File: config.mk
export PLATFORM = sky130hd
export DESIGN_NAME = sbl_boot_top
export DESIGN_NICKNAME = d
export VERILOG_FILES = /design/src/rtl/sbl_pkg.sv /design/src/rtl/sbl_uart_if.sv /design/src/rtl/sbl_uart_tx.sv /design/src/rtl/sbl_uart_rx.sv /design/src/rtl/sbl_boot_top.sv
export VERILOG_INCLUDE_DIRS = /design/src /design/src/rtl
export SDC_FILE = /design/constraint.sdc
export NUM_CORES = 1
export LEC_CHECK = 0
export ABC_AREA = 1
export BUFFER_PORTS_ARGS = -buffer_cell sky130_fd_sc_hd__buf_2
export CORE_ASPECT_RATIO = 1.2
export CORE_MARGIN = 2
export CORE_UTILIZATION = 56
export CTS_CLUSTER_SIZE = 24
export DETAILED_ROUTE_END_ITERATION = 10
export PLACE_DENSITY_LB_ADDON = 0.15
export SYNTH_ARGS = -nofsm -noshare
export SYNTH_HDL_FRONTEND = slang
export SYNTH_SLANG_ARGS = --single-unit
File: constraint.sdc
create_clock -name MCLK -period 24.9 [get_ports MCLK]
set_input_delay 3.735 -clock MCLK [delete_from_list [all_inputs] [get_ports MCLK]]
set_output_delay 3.735 -clock MCLK [all_outputs]
set_load 0.01 [all_outputs]
File: src/rtl/sbl_map.svh
// Register offsets, field positions, reset values and timing counts
// of the serial boot loader. Assumes an APB register bus.
`ifndef SBL_MAP_SVH
`define SBL_MAP_SVH
`define SBL_OFF_CTRL   8'h00
`define SBL_OFF_BAUD   8'h04
`define SBL_OFF_STAT   8'h08
`define SBL_OFF_LEN    8'h0C
`define SBL_OFF_PORT   8'h10
`define SBL_CTRL_RX    0
`define SBL_CTRL_TX    1
`define SBL_PORT_DIR   0
`define SBL_PORT_DAT   1
`define SBL_STAT_BOOT  16
`define SBL_STAT_MD7   17
`define SBL_STAT_FWE   18
`define SBL_BAUD_RST   16'h0000
`define SBL_LEN_RST    16'h0400
`define SBL_JUMP_ADDR  20'hFF300
`define SBL_ZERO_BYTE  8'h00
`define SBL_SYNC_BYTE  8'h55
`define SBL_CLK_HZ     100000000
`define SBL_RDY_STATES 100
`define SBL_STATE_CYC  1
`define SBL_BPS_HI     9600
`define SBL_BPS_LO     4800
`define SBL_LOW_BITS   9
`define SBL_TOL_DIV    32
`endif

File: src/rtl/sbl_pkg.sv
// Types shared by the serial boot loader modules.
// Assumes nothing beyond a SystemVerilog compiler.
package sbl_pkg;
  // Loader sequence, one-hot coded.
  typedef enum logic [9:0] {
    ST_WAIT  = 10'h001,
    ST_ERASE = 10'h002,
    ST_HUNT  = 10'h004,
    ST_LOW   = 10'h008,
    ST_ACK   = 10'h010,
    ST_SYNC  = 10'h020,
    ST_LOAD  = 10'h040,
    ST_SHUT  = 10'h080,
    ST_RUN   = 10'h100,
    ST_USER  = 10'h200
  } sbl_state_t;
endpackage

File: src/rtl/sbl_uart_if.sv
// Bundle between the loader sequencer and its serial transmitter and
// receiver. Assumes all three sit on one clock.
`timescale 1ns/1ps
`default_nettype none
interface sbl_uart_if;
  logic [15:0] divisor;  // Clocks per serial bit.
  logic        rx_on;    // Receiver enable.
  logic        tx_on;    // Transmitter enable.
  logic        tx_start; // Send request, one cycle.
  logic [7:0]  tx_data;  // Byte to send.
  logic        tx_busy;  // Frame in progress.
  logic        tx_line;  // Serial output level.
  logic        rx_valid; // Byte received, one cycle.
  logic [7:0]  rx_data;  // Received byte.
  logic        rx_err;   // Stop bit was low, one cycle.
  modport ctl (output divisor, rx_on, tx_on, tx_start, tx_data,
               input tx_busy, tx_line, rx_valid, rx_data, rx_err);
  modport tx  (input divisor, tx_on, tx_start, tx_data,
               output tx_busy, tx_line);
  modport rx  (input divisor, rx_on,
               output rx_valid, rx_data, rx_err);
endinterface // sbl_uart_if
`default_nettype wire

File: src/rtl/sbl_uart_tx.sv
// Asynchronous transmitter: start bit, eight data bits, one stop bit.
// Assumes a divisor of at least two clocks per bit.
`timescale 1ns/1ps
`default_nettype none
module sbl_uart_tx (
  input wire logic clk,
  input wire logic rstn,
  sbl_uart_if.tx   u
);
  logic [15:0] cnt;   // Clocks left in the current bit.
  logic [3:0]  left;  // Bits left after the current one.
  logic [8:0]  shift; // Data bits then the stop bit.
  wire         tick = (cnt == 16'h0000); // Bit-rate enable.

  // One frame per request; no parity bit is ever added.
  always_ff @(posedge clk or negedge rstn) begin
    if (!rstn) begin
      cnt <= 16'h0000;
      left <= 4'h0;
      shift <= 9'h1FF;
      u.tx_busy <= 1'b0;
      u.tx_line <= 1'b1;
    end else if (!u.tx_on) begin
      // A disabled transmitter idles high.
      u.tx_busy <= 1'b0;
      u.tx_line <= 1'b1;
    end else if (!u.tx_busy) begin
      if (u.tx_start) begin
        shift <= {1'b1, u.tx_data};
        left <= 4'h9;
        cnt <= u.divisor - 16'h0001;
        u.tx_busy <= 1'b1;
        u.tx_line <= 1'b0;
      end
    end else if (tick) begin
      cnt <= u.divisor - 16'h0001;
      if (left == 4'h0) begin
        u.tx_busy <= 1'b0;
      end else begin
        u.tx_line <= shift[0];
        shift <= {1'b1, shift[8:1]};
        left <= left - 4'h1;
      end
    end else begin
      cnt <= cnt - 16'h0001;
    end
  end
endmodule // sbl_uart_tx
`default_nettype wire

File: src/rtl/sbl_uart_rx.sv
// Asynchronous receiver sampling mid-bit, 8N1 frames.
// Assumes the line input is already synchronous to the clock.
`timescale 1ns/1ps
`default_nettype none
module sbl_uart_rx (
  input wire logic clk,
  input wire logic rstn,
  input wire logic line,
  sbl_uart_if.rx   u
);
  logic        busy;    // Frame in progress.
  logic        idle_ok; // Line seen high since enable.
  logic [15:0] cnt;     // Clocks to the next sample.
  logic [3:0]  bitn;    // Index of the bit being sampled.

  // Sample each bit at its centre; a low stop bit is an error.
  always_ff @(posedge clk or negedge rstn) begin
    if (!rstn) begin
      busy <= 1'b0;
      idle_ok <= 1'b0;
      cnt <= 16'h0000;
      bitn <= 4'h0;
      u.rx_data <= 8'h00;
      u.rx_valid <= 1'b0;
      u.rx_err <= 1'b0;
    end else if (!u.rx_on) begin
      // Re-enabling waits for idle, so a byte caught midway is dropped.
      busy <= 1'b0;
      idle_ok <= 1'b0;
      u.rx_valid <= 1'b0;
      u.rx_err <= 1'b0;
    end else begin
      u.rx_valid <= 1'b0;
      u.rx_err <= 1'b0;
      if (!busy) begin
        if (line) begin
          idle_ok <= 1'b1;
        end else if (idle_ok) begin
          busy <= 1'b1;
          cnt <= {1'b0, u.divisor[15:1]};
          bitn <= 4'h0;
        end
      end else if (cnt != 16'h0000) begin
        cnt <= cnt - 16'h0001;
      end else begin
        cnt <= u.divisor - 16'h0001;
        bitn <= bitn + 4'h1;
        if (bitn == 4'h0) begin
          // A start bit that is gone at its centre was a glitch.
          busy <= line ? 1'b0 : 1'b1;
        end else if (bitn < 4'h9) begin
          u.rx_data <= {line, u.rx_data[7:1]};
        end else begin
          busy <= 1'b0;
          u.rx_valid <= line;
          u.rx_err <= ~line;
        end
      end
    end
  end
endmodule // sbl_uart_rx
`default_nettype wire

File: src/rtl/sbl_boot_top.sv
// Serial boot loader: mode latch, bit-rate measurement, handshake,
// program load into RAM and hand-over to the loaded program.
// Assumes synchronous pin inputs, an APB master and a flash eraser.
`timescale 1ns/1ps
`default_nettype none
`include "sbl_map.svh"
// Summary of operation
// - Serial channel one runs asynchronous in boot.
// - Host zero bytes; low period sets divisor.
// - Frames are eight data bits, one stop.
// - Send one zero byte after rate found.
// - Clock range limits guaranteed rate adjustment.
// - Load program into RAM, jump 0xFF300.
// - Clear serial enables, keep baud divisor.
// - Transmit line left driven high on jump.
// - Wait about 100 states before measuring.
// - Erase all flash unless already blank.
// - Latch mode pins at reset release.
// - Watchdog reset restarts loader, keeps mode.
module sbl_boot_top #(
  parameter int BIT_MIN = `SBL_CLK_HZ / `SBL_BPS_HI
                        - `SBL_CLK_HZ / `SBL_BPS_HI / `SBL_TOL_DIV,
  parameter int BIT_MAX = `SBL_CLK_HZ / `SBL_BPS_LO
                        + `SBL_CLK_HZ / `SBL_BPS_LO / `SBL_TOL_DIV
) (
  input  wire logic        MCLK,
  input  wire logic        RSTN,
  input  wire logic        WDT_RST,
  input  wire logic [2:0]  MODE_SELECT_PINS,
  input  wire logic        PROGRAM_ENABLE_PIN,
  input  wire logic        HOST_RX_LINE,
  output logic             HOST_TX_LINE,
  output logic             HOST_TX_OE_N,
  input  wire logic        FLASH_BLANK,
  input  wire logic        FLASH_ERASE_DONE,
  output logic             FLASH_ERASE_ALL,
  output logic             RAM_WE,
  output logic [19:0]      RAM_ADDR,
  output logic [7:0]       RAM_WDATA,
  output logic             CPU_JUMP,
  output logic [19:0]      JUMP_ADDR,
  output logic             BOOT_MODE,
  input  wire logic        PSEL,
  input  wire logic        PENABLE,
  input  wire logic        PWRITE,
  input  wire logic [7:0]  PADDR,
  input  wire logic [31:0] PWDATA,
  output logic [31:0]      PRDATA,
  output logic             PREADY,
  output logic             PSLVERR
);
  // Startup wait, in clocks, before the low period is looked for.
  localparam int RDY_CYC = `SBL_RDY_STATES * `SBL_STATE_CYC;
  localparam logic [7:0] RDY_LAST = 8'(RDY_CYC - 1);

  sbl_pkg::sbl_state_t st;      // Loader sequence state.
  sbl_pkg::sbl_state_t next_st; // Its next value.

  logic        latched;   // Mode pins have been captured.
  logic        mode7;     // Mode 7 rather than mode 5.
  logic        fwe_l;     // Captured program-enable level.
  logic [7:0]  rdy_cnt;   // Startup wait counter.
  logic [19:0] low_cnt;   // Clocks of the measured low period.
  logic        rx_prev;   // Receive line one clock ago.
  logic        ack_sent;  // Adjustment-end byte was requested.
  logic [15:0] load_cnt;  // Bytes stored so far.
  logic [15:0] prog_len;  // Bytes to load before the jump.
  logic [15:0] baud_divisor_register; // Clocks per serial bit.
  logic        rx_on_bit;             // Receiver enable.
  logic        tx_on_bit;             // Transmitter enable.
  logic        port_direction_register; // Transmit pin is output.
  logic        port_output_register;    // Transmit pin level.
  logic        tx_start;  // Send request to the transmitter.

  sbl_uart_if u ();

  // Sequencer drives the serial controls from its own flip-flops; the send byte is a constant zero.
  assign u.divisor = baud_divisor_register;
  assign u.rx_on = rx_on_bit;
  assign u.tx_on = tx_on_bit;
  assign u.tx_start = tx_start;
  assign u.tx_data = `SBL_ZERO_BYTE;

  // Channel one in asynchronous 8N1 mode carries all host traffic.
  sbl_uart_tx u_tx (
    .clk  (MCLK),
    .rstn (RSTN),
    .u    (u.tx)
  );

  sbl_uart_rx u_rx (
    .clk  (MCLK),
    .rstn (RSTN),
    .line (HOST_RX_LINE),
    .u    (u.rx)
  );

  // State decode.
  wire st_wait  = (st == sbl_pkg::ST_WAIT);
  wire st_erase = (st == sbl_pkg::ST_ERASE);
  wire st_hunt  = (st == sbl_pkg::ST_HUNT);
  wire st_low   = (st == sbl_pkg::ST_LOW);
  wire st_ack   = (st == sbl_pkg::ST_ACK);
  wire st_sync  = (st == sbl_pkg::ST_SYNC);
  wire st_load  = (st == sbl_pkg::ST_LOAD);
  wire st_shut  = (st == sbl_pkg::ST_SHUT);
  wire st_run   = (st == sbl_pkg::ST_RUN);
  wire st_user  = (st == sbl_pkg::ST_USER);

  // Boot needs enable high, bit zero high and bit two low.
  wire boot_pins = PROGRAM_ENABLE_PIN & MODE_SELECT_PINS[0]
                 & ~MODE_SELECT_PINS[2];
  // A watchdog reset in boot mode only restarts the sequence.
  wire restart = WDT_RST & BOOT_MODE;
  wire rdy_done = latched & (rdy_cnt == RDY_LAST);

  // Low period covers start bit and eight zero data bits.
  wire [20:0] meas_sum = {1'b0, low_cnt} + 21'h000004;
  wire [20:0] meas_bit = meas_sum / 21'(`SBL_LOW_BITS);
  // Only periods from just under the 9600 bit time to just over the 4800 bit time are trusted.
  wire meas_ok = (meas_bit >= 21'(BIT_MIN))
               & (meas_bit <= 21'(BIT_MAX));
  wire low_end = st_low & HOST_RX_LINE;
  wire low_ovf = st_low & (low_cnt == 20'hFFFFF);
  wire fall = rx_prev & ~HOST_RX_LINE;
  // The host's reply byte opens the load phase.
  wire sync_hit = u.rx_valid & (u.rx_data == `SBL_SYNC_BYTE);
  wire [16:0] load_nxt = {1'b0, load_cnt} + 17'h00001;
  wire load_last = (load_nxt >= {1'b0, prog_len});

  // Sequence from startup through hand-over.
  always_comb begin
    next_st = st;
    case (st)
      sbl_pkg::ST_WAIT: begin
        if (latched & ~BOOT_MODE) begin
          next_st = sbl_pkg::ST_USER;
        end else if (rdy_done) begin
          // Blank flash skips the full erase.
          next_st = FLASH_BLANK ? sbl_pkg::ST_HUNT
                                : sbl_pkg::ST_ERASE;
        end
      end
      sbl_pkg::ST_ERASE: begin
        if (FLASH_ERASE_DONE) begin
          next_st = sbl_pkg::ST_HUNT;
        end
      end
      sbl_pkg::ST_HUNT: begin
        if (fall) begin
          next_st = sbl_pkg::ST_LOW;
        end
      end
      sbl_pkg::ST_LOW: begin
        if (low_end) begin
          next_st = meas_ok ? sbl_pkg::ST_ACK : sbl_pkg::ST_HUNT;
        end else if (low_ovf) begin
          next_st = sbl_pkg::ST_HUNT;
        end
      end
      sbl_pkg::ST_ACK: begin
        if (ack_sent & ~tx_start & ~u.tx_busy) begin
          next_st = sbl_pkg::ST_SYNC;
        end
      end
      sbl_pkg::ST_SYNC: begin
        // Anything but the reply byte is skipped.
        if (sync_hit) begin
          next_st = sbl_pkg::ST_LOAD;
        end
      end
      sbl_pkg::ST_LOAD: begin
        if (u.rx_valid & load_last) begin
          next_st = sbl_pkg::ST_SHUT;
        end
      end
      sbl_pkg::ST_SHUT: begin
        next_st = sbl_pkg::ST_RUN;
      end
      sbl_pkg::ST_RUN: begin
        next_st = sbl_pkg::ST_RUN;
      end
      sbl_pkg::ST_USER: begin
        next_st = sbl_pkg::ST_USER;
      end
      default: begin
        next_st = sbl_pkg::ST_WAIT;
      end
    endcase
    if (restart) begin
      next_st = sbl_pkg::ST_WAIT;
    end
  end

  // Mode pins are captured once, in the first clock after release.
  // The watchdog path never reaches these flip-flops.
  always_ff @(posedge MCLK or negedge RSTN) begin
    if (!RSTN) begin
      latched <= 1'b0;
      BOOT_MODE <= 1'b0;
      mode7 <= 1'b0;
      fwe_l <= 1'b0;
    end else if (!latched) begin
      latched <= 1'b1;
      BOOT_MODE <= boot_pins;
      mode7 <= MODE_SELECT_PINS[1];
      fwe_l <= PROGRAM_ENABLE_PIN;
    end
  end

  // State register and the counters that follow it.
  always_ff @(posedge MCLK or negedge RSTN) begin
    if (!RSTN) begin
      st <= sbl_pkg::ST_WAIT;
      rdy_cnt <= 8'h00;
      low_cnt <= 20'h00000;
      rx_prev <= 1'b0;
      ack_sent <= 1'b0;
    end else begin
      st <= next_st;
      rx_prev <= HOST_RX_LINE;
      // Startup wait restarts whenever the line is low.
      rdy_cnt <= (st_wait & latched & HOST_RX_LINE & ~rdy_done)
               ? rdy_cnt + 8'h01 : 8'h00;
      low_cnt <= st_low ? low_cnt + 20'h00001 : 20'h00001;
      ack_sent <= st_ack & ~restart;
    end
  end

  // Adjustment-end byte is requested exactly once.
  always_ff @(posedge MCLK or negedge RSTN) begin
    if (!RSTN) begin
      tx_start <= 1'b0;
    end else begin
      tx_start <= st_ack & ~ack_sent & ~restart;
    end
  end

  // APB decode; the loader owns the serial controls until the jump.
  wire apb_wr = PSEL & PENABLE & PREADY & PWRITE;
  wire sel_ctrl = (PADDR == `SBL_OFF_CTRL);
  wire sel_baud = (PADDR == `SBL_OFF_BAUD);
  wire sel_stat = (PADDR == `SBL_OFF_STAT);
  wire sel_len  = (PADDR == `SBL_OFF_LEN);
  wire sel_port = (PADDR == `SBL_OFF_PORT);
  wire sel_any = sel_ctrl | sel_baud | sel_stat | sel_len | sel_port;
  wire sw_ok = st_run | st_user;
  wire [1:0] serial_control_register = {tx_on_bit, rx_on_bit};
  wire [31:0] stat_val = {13'h0000, fwe_l, mode7, BOOT_MODE,
                          6'h00, st};
  wire [31:0] rd_val =
    sel_ctrl ? {30'h00000000, serial_control_register} :
    sel_baud ? {16'h0000, baud_divisor_register} :
    sel_stat ? stat_val :
    sel_len  ? {16'h0000, prog_len} :
    sel_port ? {30'h00000000, port_output_register,
                port_direction_register} : 32'h00000000;

  // Serial controls, divisor and transmit-pin port bits.
  always_ff @(posedge MCLK or negedge RSTN) begin
    if (!RSTN) begin
      baud_divisor_register <= `SBL_BAUD_RST;
      rx_on_bit <= 1'b0;
      tx_on_bit <= 1'b0;
      port_direction_register <= 1'b0;
      port_output_register <= 1'b0;
    end else if (restart) begin
      rx_on_bit <= 1'b0;
      tx_on_bit <= 1'b0;
      port_direction_register <= 1'b0;
      port_output_register <= 1'b0;
    end else if (low_end & meas_ok) begin
      baud_divisor_register <= meas_bit[15:0];
      tx_on_bit <= 1'b1;
    end else if (st_ack & (next_st == sbl_pkg::ST_SYNC)) begin
      rx_on_bit <= 1'b1;
    end else if (st_shut) begin
      // Enables drop; the divisor is left as measured.
      rx_on_bit <= 1'b0;
      tx_on_bit <= 1'b0;
      port_direction_register <= 1'b1;
      port_output_register <= 1'b1;
    end else if (apb_wr & sw_ok) begin
      if (sel_ctrl) begin
        rx_on_bit <= PWDATA[`SBL_CTRL_RX];
        tx_on_bit <= PWDATA[`SBL_CTRL_TX];
      end else if (sel_baud) begin
        baud_divisor_register <= PWDATA[15:0];
      end else if (sel_port) begin
        port_direction_register <= PWDATA[`SBL_PORT_DIR];
        port_output_register <= PWDATA[`SBL_PORT_DAT];
      end
    end
  end

  // Load length may be set at any time before the load ends.
  always_ff @(posedge MCLK or negedge RSTN) begin
    if (!RSTN) begin
      prog_len <= `SBL_LEN_RST;
    end else if (apb_wr & sel_len) begin
      prog_len <= PWDATA[15:0];
    end
  end

  // APB answer: ready in the first access cycle, no wait states.
  always_ff @(posedge MCLK or negedge RSTN) begin
    if (!RSTN) begin
      PREADY <= 1'b0;
      PRDATA <= 32'h00000000;
      PSLVERR <= 1'b0;
    end else begin
      PREADY <= PSEL & ~PENABLE;
      PRDATA <= (PSEL & ~PENABLE & ~PWRITE) ? rd_val : 32'h00000000;
      PSLVERR <= PSEL & ~PENABLE & ~sel_any;
    end
  end

  // Received bytes go to RAM upward from the jump target.
  always_ff @(posedge MCLK or negedge RSTN) begin
    if (!RSTN) begin
      load_cnt <= 16'h0000;
      RAM_WE <= 1'b0;
      RAM_ADDR <= 20'h00000;
      RAM_WDATA <= 8'h00;
    end else begin
      RAM_WE <= st_load & u.rx_valid & ~restart;
      if (st_load & u.rx_valid) begin
        RAM_ADDR <= `SBL_JUMP_ADDR + {4'h0, load_cnt};
        RAM_WDATA <= u.rx_data;
        load_cnt <= load_nxt[15:0];
      end else if (st_sync) begin
        load_cnt <= 16'h0000;
      end
    end
  end

  // Erase request, jump and transmit pin; all registered.
  always_ff @(posedge MCLK or negedge RSTN) begin
    if (!RSTN) begin
      FLASH_ERASE_ALL <= 1'b0;
      CPU_JUMP <= 1'b0;
      JUMP_ADDR <= 20'h00000;
      HOST_TX_LINE <= 1'b1;
      HOST_TX_OE_N <= 1'b1;
    end else begin
      FLASH_ERASE_ALL <= (next_st == sbl_pkg::ST_ERASE);
      CPU_JUMP <= st_shut & ~restart ? 1'b1 : (CPU_JUMP & ~restart);
      if (st_shut) begin
        JUMP_ADDR <= `SBL_JUMP_ADDR;
      end
      // Port bits hold the line high once the channel is off.
      HOST_TX_LINE <= tx_on_bit ? u.tx_line
                    : (port_direction_register ? port_output_register
                                               : 1'b1);
      HOST_TX_OE_N <= ~(tx_on_bit | port_direction_register);
    end
  end
endmodule // sbl_boot_top
`default_nettype wire

Yosys cells after proc, flatten, opt, wreduce, memory -nomap -nowiden:

Index checks and enable logic that the tools add are counted.

* $add $sub $neg: 10
* div/mod/pow operators: 1
* magnitude comparators: 4
* equality and inequality tests: 36
* multiplexer cells: 105
* bitwise logic cells: 53
* reductions and logical operators: 28

Operators by type and width (number)
* 2-to-1 mux 16 bit: 16
* 2-to-1 mux 10 bit: 10
* case mux 10 bit (9 select lines): 1
* 2-to-1 mux 19 bit: 4
* 2-to-1 mux 1 bit: 57
* subtractor 16 x 1 -> 16 bit, second input constant: 3
* 2-to-1 mux 9 bit: 4
* AND 1 bit: 33
* 2-to-1 mux 4 bit: 8
* adder 20 x 3 -> 21 bit, second input constant: 1
* divider 21 x 4 -> 21 bit, second input constant: 1
* >= comparator 21 x 14 -> 1 bit, second input constant: 1
* less-or-equal comparator 21 x 15 -> 1 bit, second input constant: 1
* adder 20 x 1 -> 20 bit, second input constant: 1
* == test 10 x 2 -> 1 bit, second input constant: 2
* == test 10 x 6 -> 1 bit, second input constant: 2
* == test 20 bit, second input constant: 1
* 2-to-1 mux 20 bit: 1
* adder 13 x 17 -> 18 bit, first input constant: 1
* adder 16 x 1 -> 17 bit, second input constant: 1
* >= comparator 17 x 16 -> 1 bit: 1
* == test 8 x 4 -> 1 bit, second input constant: 2
* == test 8 x 7 -> 1 bit, second input constant: 2
* logical NOT 16 bit: 1
* 36 further kinds: 82

* register bits after elaboration: 214
* input bits: 53
* output and inout bits: 88
* word-level logic and storage cells: 276

Depth between registers and ports, before layout:

Gate-level depths: netlist of the first run.

* depth in word-level cells: 13
* depth in mapped cells: 103
* gate-level depth less buffers: 102

Modules after synthesis:

A second synthesis of the first run with hierarchy kept.

* cells, all modules: 2126
* area total of the unflattened synthesis: 15043.2 um^2

Modules (own cells, without submodules)
* sbl_boot_top: instances 1, cells each 1443, area an instance 10437.5 um^2, seq. area each 3758.6 um^2
* sbl_uart_tx: instances 1, cells each 349, area an instance 2333.5 um^2, seq. area each 762.0 um^2
* sbl_uart_rx: instances 1, cells each 334, area an instance 2272.2 um^2, seq. area each 800.8 um^2

Worst setup path before layout of the first run:

No wires, ideal clock.

* path type: flip-flop to flip-flop
* start: register low_cnt[2]
* end: register baud_divisor_register[13]
* setup time: 0.065 ns
* arrival time: 8.385 ns
* data required time: 24.835 ns
* path slack: 16.450 ns
* cell stages (with the launch flop): 90
* buffers on the path: 2
* clock period less this slack: 8.450 ns
* path through: dfrtp_1 ha_1 nand2_1 nor2_2 nand2_2 nor2_2 xor2_2 nand2_1 nand2_2 nand2_2 nand2_2 nand4_1 nand2_2 nand2_2 inv_1 nand2_1 nand2_1 inv_2 (+54 left out) nand2_2 nand2_1 inv_1 ha_1 inv_1 nand4_1 nand2_1 nor2_1 nand2_1 nand2_1 nor2_2 nand4_1 nand2_2 nand4_4 nand2_4 buf_8 nand2_2 nand2_2

* cells in the longest elaborated chain, start to end: 12
* elaborated cells between the ends (all ways): 22
* classes of those cells: add/sub: 1; div: 1; order compare: 2; eq/ne: 5; mux: 6; bitwise: 4; reduce/logical: 3

RTL lines
* start: declaration: RTL line sbl_boot_top.sv:63 `logic [19:0] low_cnt;`
* start signal: assignment: RTL line sbl_boot_top.sv:225 `low_cnt <= st_low ? low_cnt + 20'h00001 : 20'h00001;`
* adder 20 x 3 -> 21 bit: RTL line sbl_boot_top.sv:118 `wire [20:0] meas_sum = {1'b0, low_cnt} + 21'h000004;`
* divider 21 x 4 -> 21 bit: RTL line sbl_boot_top.sv:119 `` wire [20:0] meas_bit = meas_sum / 21'(`SBL_LOW_BITS); ``
* >= comparator 21 x 14 -> 1 bit / less-or-equal comparator 21 x 15 -> 1 bit (equally long branches): RTL line sbl_boot_top.sv:121, sbl_boot_top.sv:122
* AND 1 bit: RTL line sbl_boot_top.sv:122 `& (meas_bit <= 21'(BIT_MAX));`
* 2-to-1 mux 5 bit: RTL line sbl_boot_top.sv:156 `next_st = meas_ok ? sbl_pkg::ST_ACK : sbl_pkg::ST_HUNT;`
* 2-to-1 mux 10 bit: RTL line sbl_boot_top.sv:155 `if (low_end) begin`
* case mux 10 bit (9 select lines): RTL line sbl_boot_top.sv:134 `case (st)`
* 2-to-1 mux 10 bit: RTL line sbl_boot_top.sv:190 `if (restart) begin`
* == test 10 x 6 -> 1 bit: RTL line sbl_boot_top.sv:275 `end else if (st_ack & (next_st == sbl_pkg::ST_SYNC)) begin`
* AND 1 bit: RTL line sbl_boot_top.sv:275
* != test 2 bit (no line)
* AND reduction 6 bit (no line)
* end signal: assignment: RTL line sbl_boot_top.sv:262 `` baud_divisor_register <= `SBL_BAUD_RST; ``
* end signal: assignment: RTL line sbl_boot_top.sv:273 `baud_divisor_register <= meas_bit[15:0];`
* end signal: assignment: RTL line sbl_boot_top.sv:288 `baud_divisor_register <= PWDATA[15:0];`
* end: declaration: RTL line sbl_boot_top.sv:68 `logic [15:0] baud_divisor_register;`

Parallel ways exist; a longest one is shown, timed or not.
A chain may end at the register's enable or synchronous reset.

Worst setup path in the final report of the first run:

* start: register low_cnt[2]
* end: register baud_divisor_register[7]

Same word-level chain as after synthesis.

==> results.py, run 1 <==
metrics = {
    "drt": {
        "vias": 12900,
        "route.detailed.drc": 0,
        "first_iter_violations": 732,
        "ant_nets": 0,
        "finalWirelength_um": 36100,
        "wire_per_inst_um": 15.3,
        "dr.pass1.iters": 5,
        "vias_per_cell": 5.48,
    },
    "setup_path": {
        "cp_data_required_time_ns": 25.31,
        "rr_startpoint": "low_cnt[2]",
        "path_common_cell": "nand2_2",
        "cp_max_fo": 20,
        "crit_path_top_delay_cell": "dfrtp_1",
        "worstPathArrival_ns": 10.83,
        "critPathLaunchType": "register",
        "max_stage_delay_ns": 0.52,
        "cp-startpoint": "low_cnt[2]",
        "r2r_slack_ns": 14.48,
        "cp-end-kind": "register",
        "worstSetupPathType": "reg2reg",
    },
    "finish": {
        "drive_gt1_frac": 0.154,
        "seq_area_um2": 5300,
        "area_growth_pct": 10.3,
        "antennaDiodeCount": 0,
        "fill_cells": 2259,
        "multiInputGateArea_um2": 7270,
        "fin_nets": 2098,
    },
    "min_path": {
        "min-delay-start": "port_direction_register",
        "hp-class": "reg2reg",
    },
    "clock_tree": {
        "clockBufferDepth": 3,
        "hold_buffers": 0,
        "htreeDepth": 1,
        "clock_latency_ns": 0.53,
        "clkTransAtPathRegs_ns": 0.06,
        "cts_tree": "done",
        "cts_sinks": 211,
        "root_buffer": "clkbuf_16",
        "ctsResizeCount": 0,
        "cts_inserted_buffers": 24,
        "post_cts_buffers": 0,
    },
    "floorplanning": {
        "ios": 141,
        "dieWidth_um": 149,
        "core_area_um2": 24700,
        "start_util": 0.570,
        "rows": 63,
        "dieArea_um2": 26400,
        "die_h_um": 178,
    },
    "timing": {
        "slew_violations": 0,
        "worst_pin_slew_ns": 1.04,
        "hold_ws_ns": 0.421,
        "setup_viol": 0,
        "min_period_over_period": 0.418,
        "fin_setup_tns_ns": 0,
        "slew_headroom": 0.303,
        "max_freq_mhz": 96.0,
        "hold_viol": 0,
        "fin_ws_ns": 14.48,
        "rsz0062_at_grt": "no",
        "finClkSkew_ns": 0.0185,
        "min_period_ns": 10.42,
    },
    "placed_design": {
        "portBuffers": 101,
        "place_congestion": 0.898,
        "dp_hpwl_um": 27200,
        "dpl_worst_slack_ns": 14.54,
    },
    "logic_synthesis": {
        "synth_seq_cells": 211,
        "yosysWarnings": 0,
        "synth.top_cell.area_share": 0.352,
        "ys_seq_area_frac": 0.377,
        "synth_ff_type": "dfrtp_1",
        "synth_async_sr_flop_share": 1.00,
        "yosys.area.top_type": "dfrtp_1",
        "synthTopCellsByArea": "dfrtp_1 35%, nand2_1 10%, inv_1 7.3%, nor2_1 4.6%, o21ai_0 4.2%",
        "synthCells": 1923,
        "ys_types": 64,
        "synth_area_per_cell_um2": 7.32,
        "syn_area_um2": 14100,
        "synth_edf_count": 0,
    },
    "global_route": {
        "grt_pass1_vias": 12500,
        "track_usage": 0.277,
        "grt_pass1_wl_um": 59600,
        "overflow": 0,
        "met1_usage": 0.355,
        "grt.met3_usage": 0.0375,
        "grt_busiest_layer": "met2",
        "antenna_found_initial": 0,
        "met2_usage": 0.468,
        "grt_max_degree": 88,
    },
    "pwr": {
        "p_leak_uw": 0.00805,
        "ir_drop_mv": 0.0493,
        "power_density_nw_per_um2": 54.9,
    },
    "flow_run": {
        "timing.max_cap.violations": 0,
    },
    "status": {
        "status": "completed",
    },
}
==> cells by family after synthesis <==
kind of cell | synth area share
adder cells (fa/ha/maj) | 0.0311
buffers and inverters | 0.113
XOR/XNOR | 0.0354
multiplexers | 0.00160
other | 0.000534
flip-flops | 0.377
AND/OR/NAND/NOR | 0.315
AO/OA/AOI/OAI | 0.127
==> power breakdown <==
part / switching, uW / leakage (uW) / internal [uW] / total (uW)
sequential: 16.2 / 0.00279 / 361 / 377
combinational: 74.6 / 0.00486 / 33.2 / 108
clock: 145 / 0.000401 / 221 / 367
total: 236 / 0.00805 / 616 / 852
==> cell usage after synthesis, drive strengths merged (3+ instances only) <==
cell    count
nand2     486
inv       293
dfrtp     198
nor2      182
o21ai     127
nand3     125
a21oi      82
nand4      59
nor3       51
xor2       48
buf        43
ha         35
clkbuf     27
o22ai      24
nor4       20
o211ai     17
o221ai     14
dfstp      13
clkinv      8
xnor2       8
a31oi       7
a211oi      5
nor3b       5
nand3b      4
or2         4
a21o        3
o32ai       3
==> critical path: cells and delay by family, from the launching register on <==
kind / cells / cell delay (ns)
xor gates and xnor gates: 1 / 0.26
adders and majority gates: 2 / 0.53
buffers and inverters: 6 / 0.39
DFF: 1 / 0.52
and+or+nand+nor: 79 / 8.55
==> layout by cell type (no fill, tap or decap), drive strengths merged, types with 3 or more instances in the layout <==
cell	synthesis	final
a211oi	5	5
a21o	3	3
a21oi	82	82
a31oi	7	7
buf	43	111
clkbuf	27	36
clkinv	8	11
conb	2	24
dfrtp	198	198
dfstp	13	13
ha	35	35
inv	293	293
nand2	486	486
nand3	125	125
nand3b	4	4
nand4	59	59
nor2	182	182
nor3	51	51
nor3b	5	5
nor4	20	20
o211ai	17	17
o21ai	127	127
o221ai	14	14
o22ai	24	24
o32ai	3	3
or2	4	4
xnor2	8	8
xor2	48	48
==> state kept, by name, summed over array words and instances (netlist names), 4 cells and up <==
register,cells
PRDATA,19
RAM_ADDR,18
RAM_WDATA,8
baud_divisor_register,16
load_cnt,16
low_cnt,20
prog_len,16
rdy_cnt,8
st,10
u_rx.bitn,4
u_rx.cnt,16
u_rx.u.rx_data,8
u_tx.cnt,16
u_tx.left,4
u_tx.shift,8
==> cell type report <==
class | count | area share
inverters | 301 | 0.0730
flip-flops and latches | 211 | 0.341
clock buffers | 36 | 0.0468
multi-input cells | 1361 | 0.468
repair buffers | 111 | 0.0381
well taps | 325 | 0.0262
clock inverters | 6 | 0.00629
==> metal layers <==
metal / share of wire / vias up
met3: 0.054 / 103
met1: 0.42 / 5983
met5: 0 / -
met4: 0.045 / 0
met2: 0.48 / 382
li1: - / 6425
==> path summary, 6_finish.rpt <==
check | to | depth (start not counted)
max | baud_divisor_register[7] | 88
min | HOST_TX_OE_N | 1
max reg2reg | baud_divisor_register[7] | 88
min reg2reg | HOST_TX_OE_N | 1
max in group asynchronous | u_tx.cnt[12] | 2
min in group asynchronous | CPU_JUMP | 1
==> metrics by stage <==
step	cells	power (uW)	cell area, um^2	util
6_report	2351	852	15500	0.629
5_1_grt	2351	890	15500	0.629
4_1_cts	2351	858	15500	0.629
3_5_place_dp	2309	488	14700	0.596
3_3_place_gp	2309	486	14700	0.596
2_1_floorplan	1945	455	14100	-
(Power assumes the default switching activity.)
==> run 2, diff against run 1 <==
--- a/config.mk
+++ b/config.mk
@@ -6,11 +6,11 @@
 export SDC_FILE = /design/constraint.sdc
 export NUM_CORES = 1
 export LEC_CHECK = 0
-export ABC_AREA = 1
+export ABC_AREA = 0
 export BUFFER_PORTS_ARGS = -buffer_cell sky130_fd_sc_hd__buf_2
 export CORE_ASPECT_RATIO = 1.2
 export CORE_MARGIN = 2
-export CORE_UTILIZATION = 56
+export CORE_UTILIZATION = 55
 export CTS_CLUSTER_SIZE = 24
 export DETAILED_ROUTE_END_ITERATION = 10
 export PLACE_DENSITY_LB_ADDON = 0.15
==> constraint.sdc (replaced) <==
create_clock -name MCLK -period 9 [get_ports MCLK]
set_input_delay 1.35 -clock MCLK [delete_from_list [all_inputs] [get_ports MCLK]]
set_output_delay 1.35 -clock MCLK [all_outputs]
set_load 0.01 [all_outputs]
==> results.py, run 2 <==
metrics = {
    "status": {
        "status": "finished with violations",
        "violations": "negative setup slack",
    },
    "finish": {
        "area_growth_pct": 28.3,
        "largest_registers": "low_cnt x20, PRDATA x19, RAM_ADDR x18",
        "fin_nets": 2227,
        "instances_no_fill": 2495,
        "fill_cells": 2122,
        "layout_common_cells": "286 x buf_4, 218 x nand2_1, 191 x dfrtp_1",
        "final_common_cell": "buf_4",
        "regMostFlops": "low_cnt",
        "fin_area_um2": 19500,
        "drive_gt1_frac": 0.315,
        "utilization": 0.719,
        "largest_reg_flops": 20,
    },
    "timing": {
        "max_freq_mhz": 104,
        "min_period_ns": 9.62,
        "finClkSkew_ns": 0.00641,
        "rsz0062_at_grt": "yes",
        "fin_ws_ns": -0.621,
        "hold_ws_ns": 0.435,
        "hold_viol": 0,
        "setup_viol": 20,
        "slew_violations": 0,
        "slew_headroom": 0.150,
        "min_period_over_period": 1.07,
        "worst_pin_slew_ns": 1.27,
    },
    "logic_synthesis": {
        "synth_ff_type": "dfrtp_1",
        "synth.top_cell.area_share": 0.325,
        "post-synth-top-count-cell": "nand2_1",
        "synthCells": 1813,
        "ys_types": 112,
        "ys_seq_area_frac": 0.348,
        "yosysWarnings": 0,
        "synth_area_per_cell_um2": 8.41,
        "yosys-top-cells-count": "219 x nand2_1, 198 x dfrtp_1, 173 x nor2_1, 132 x o21ai_0, 89 x a21oi_1",
        "syn_area_um2": 15200,
        "synthTopCellsByArea": "dfrtp_1 33%, nand2_1 5.4%, o21ai_0 4.3%, nor2_1 4.3%, xnor2_1 3.4%",
        "yosys.area.top_type": "dfrtp_1",
        "synth_edf_count": 0,
        "synth_async_sr_flop_share": 1.00,
        "synth_seq_cells": 211,
    },
    "floorplanning": {
        "core_area_um2": 27200,
        "die_h_um": 186,
        "dieWidth_um": 156,
        "rows": 66,
        "dieArea_um2": 29100,
        "ios": 141,
        "start_util": 0.561,
    },
    "clock_tree": {
        "hold_buffers": 0,
        "htreeDepth": 1,
        "clkTransAtPathRegs_ns": 0.07,
        "cts_inserted_buffers": 21,
        "root_buffer": "clkbuf_16",
        "clockBufferDepth": 3,
        "cts_sinks": 211,
        "clock_latency_ns": 0.51,
        "cts_tree": "done",
    },
    "drt": {
        "finalWirelength_um": 46300,
        "vias_per_cell": 6.12,
        "first_iter_violations": 1197,
        "ant_nets": 0,
        "dr.pass1.iters": 7,
        "vias": 15300,
        "wire_per_inst_um": 18.5,
        "route.detailed.drc": 0,
    },
    "pwr": {
        "ir_drop_mv": 0.109,
        "p_leak_uw": 0.00902,
        "power_density_nw_per_um2": 113,
        "total_power_uw": 2220,
    },
    "placed_design": {
        "portBuffers": 101,
        "place_area_um2": 17800,
        "dp_hpwl_um": 34200,
        "place_congestion": 0.929,
        "numPlacedInstances": 2415,
    },
    "global_route": {
        "overflow": 0,
        "grt_pass1_vias": 14900,
        "grt_max_degree": 79,
        "antenna_found_initial": 3,
        "grt_pass1_wl_um": 74700,
        "track_usage": 0.310,
    },
    "min_path": {
        "min-delay-start": "ack_sent",
        "hp-class": "reg2reg",
    },
    "setup_path": {
        "cp_max_fo": 17,
        "worstSetupPathType": "reg2reg",
        "crit_path_top_delay_cell": "or4_4",
        "max_stage_delay_ns": 0.61,
        "cp_data_required_time_ns": 9.36,
        "worstPathArrival_ns": 9.99,
        "rr_startpoint": "low_cnt[2]",
        "cp-end-kind": "register",
        "critPathLaunchType": "register",
        "cp-startpoint": "low_cnt[2]",
        "path_common_cell": "buf_4",
    },
    "flow_run": {
        "timing.max_cap.violations": 0,
    },
}
## run 2: changes by cell type after synthesis, sizes merged, moves of 18 or more
cell / previous run / this run
xnor2: 8 / 59
nand2: 486 / 219
clkbuf: 27 / 60
mux2: 2 / 39
xor2: 48 / 30
nand4: 59 / 29
mux2i: 0 / 28
and3: 2 / 22
or3: 0 / 19
o21ai: 127 / 146
inv: 293 / 67
nand3: 125 / 56
nand2b: 0 / 22
buf: 43 / 65
## run 2: metal layers
metal  share of wire  global-route usage  routed length, um  vias to the layer above
li1                -                   -                  -                     7185
met1            0.39               0.372              18200                     7403
met2            0.52               0.569              23900                      526
met3           0.047              0.0314               2180                      141
met4           0.041               0.117               1920                        4
met5         0.00093                   0                 43                        -
## run 2: worst max-delay path: cells and delay by family, from the launching register on
| family | cells | cell delay, ns |
|---|---|---|
| adder cells (fa/ha/maj) | 1 | 0.21 |
| buffers and inverters | 12 | 1.92 |
| flip-flops | 1 | 0.40 |
| multiplexers | 3 | 0.97 |
| AO/OA/AOI/OAI | 20 | 4.07 |
| AND/OR/NAND/NOR | 11 | 1.91 |
## run 2: cell type report
cell class              instances  area, um^2  area share
multi-input cells            1430        9940       0.508
inverters                      69         259      0.0133
well taps                     340         425      0.0218
flip-flops and latches        211        5310       0.271
diodes                          1        2.50    0.000128
clock buffers                  29         596      0.0305
clock inverters                 9         111     0.00570
repair buffers                406        2910       0.149
## run 2: cell families (layout without fill, tap and decap cells)
group | count (synthesis) | after routing | share of synthesized area
compound gates | 507 | 507 | 0.230
xor+xnor | 89 | 89 | 0.0511
fa+ha+maj | 35 | 35 | 0.0287
buf+inv | 194 | 513 | 0.0613
flops | 211 | 211 | 0.348
mux | 67 | 67 | 0.0495
other cells | 2 | 25 | 0.000493
simple gates | 708 | 708 | 0.231
## run 2: final timing paths
check                                      endpoint  slack, ns  cells past startpoint
setup / recovery           baud_divisor_register[8]      -0.62                     47
hold / removal                             tx_start       0.43                      1
setup reg to reg           baud_divisor_register[8]      -0.62                     47
hold reg to reg                            tx_start       0.43                      1
max in group asynchronous                low_cnt[2]       6.68                      2
min in group asynchronous              u_tx.left[2]       0.85                      1
## run 2: timing repair
action                                  CTS  global route
setup buffers                            28            16
pin swaps                                22            43
gates resized for setup                 103            67
endpoints found under the setup margin   20            20
## run 2: per-stage QoR
stage	worst slack, ns	TNS [ns]
floorplan	-0.0932	-0.685
global placement	-0.729	-13.03
detailed placement	-0.814	-15.01
CTS	-0.353	-5.66
global route	-0.953	-16.04
finish	-0.621	-9.12
## run 2: where the power goes
group	total (uW)	internal (uW)	switching, uW
Combinational	231	88.8	142
Sequential	1070	1000	70.3
Clock	912	525	387
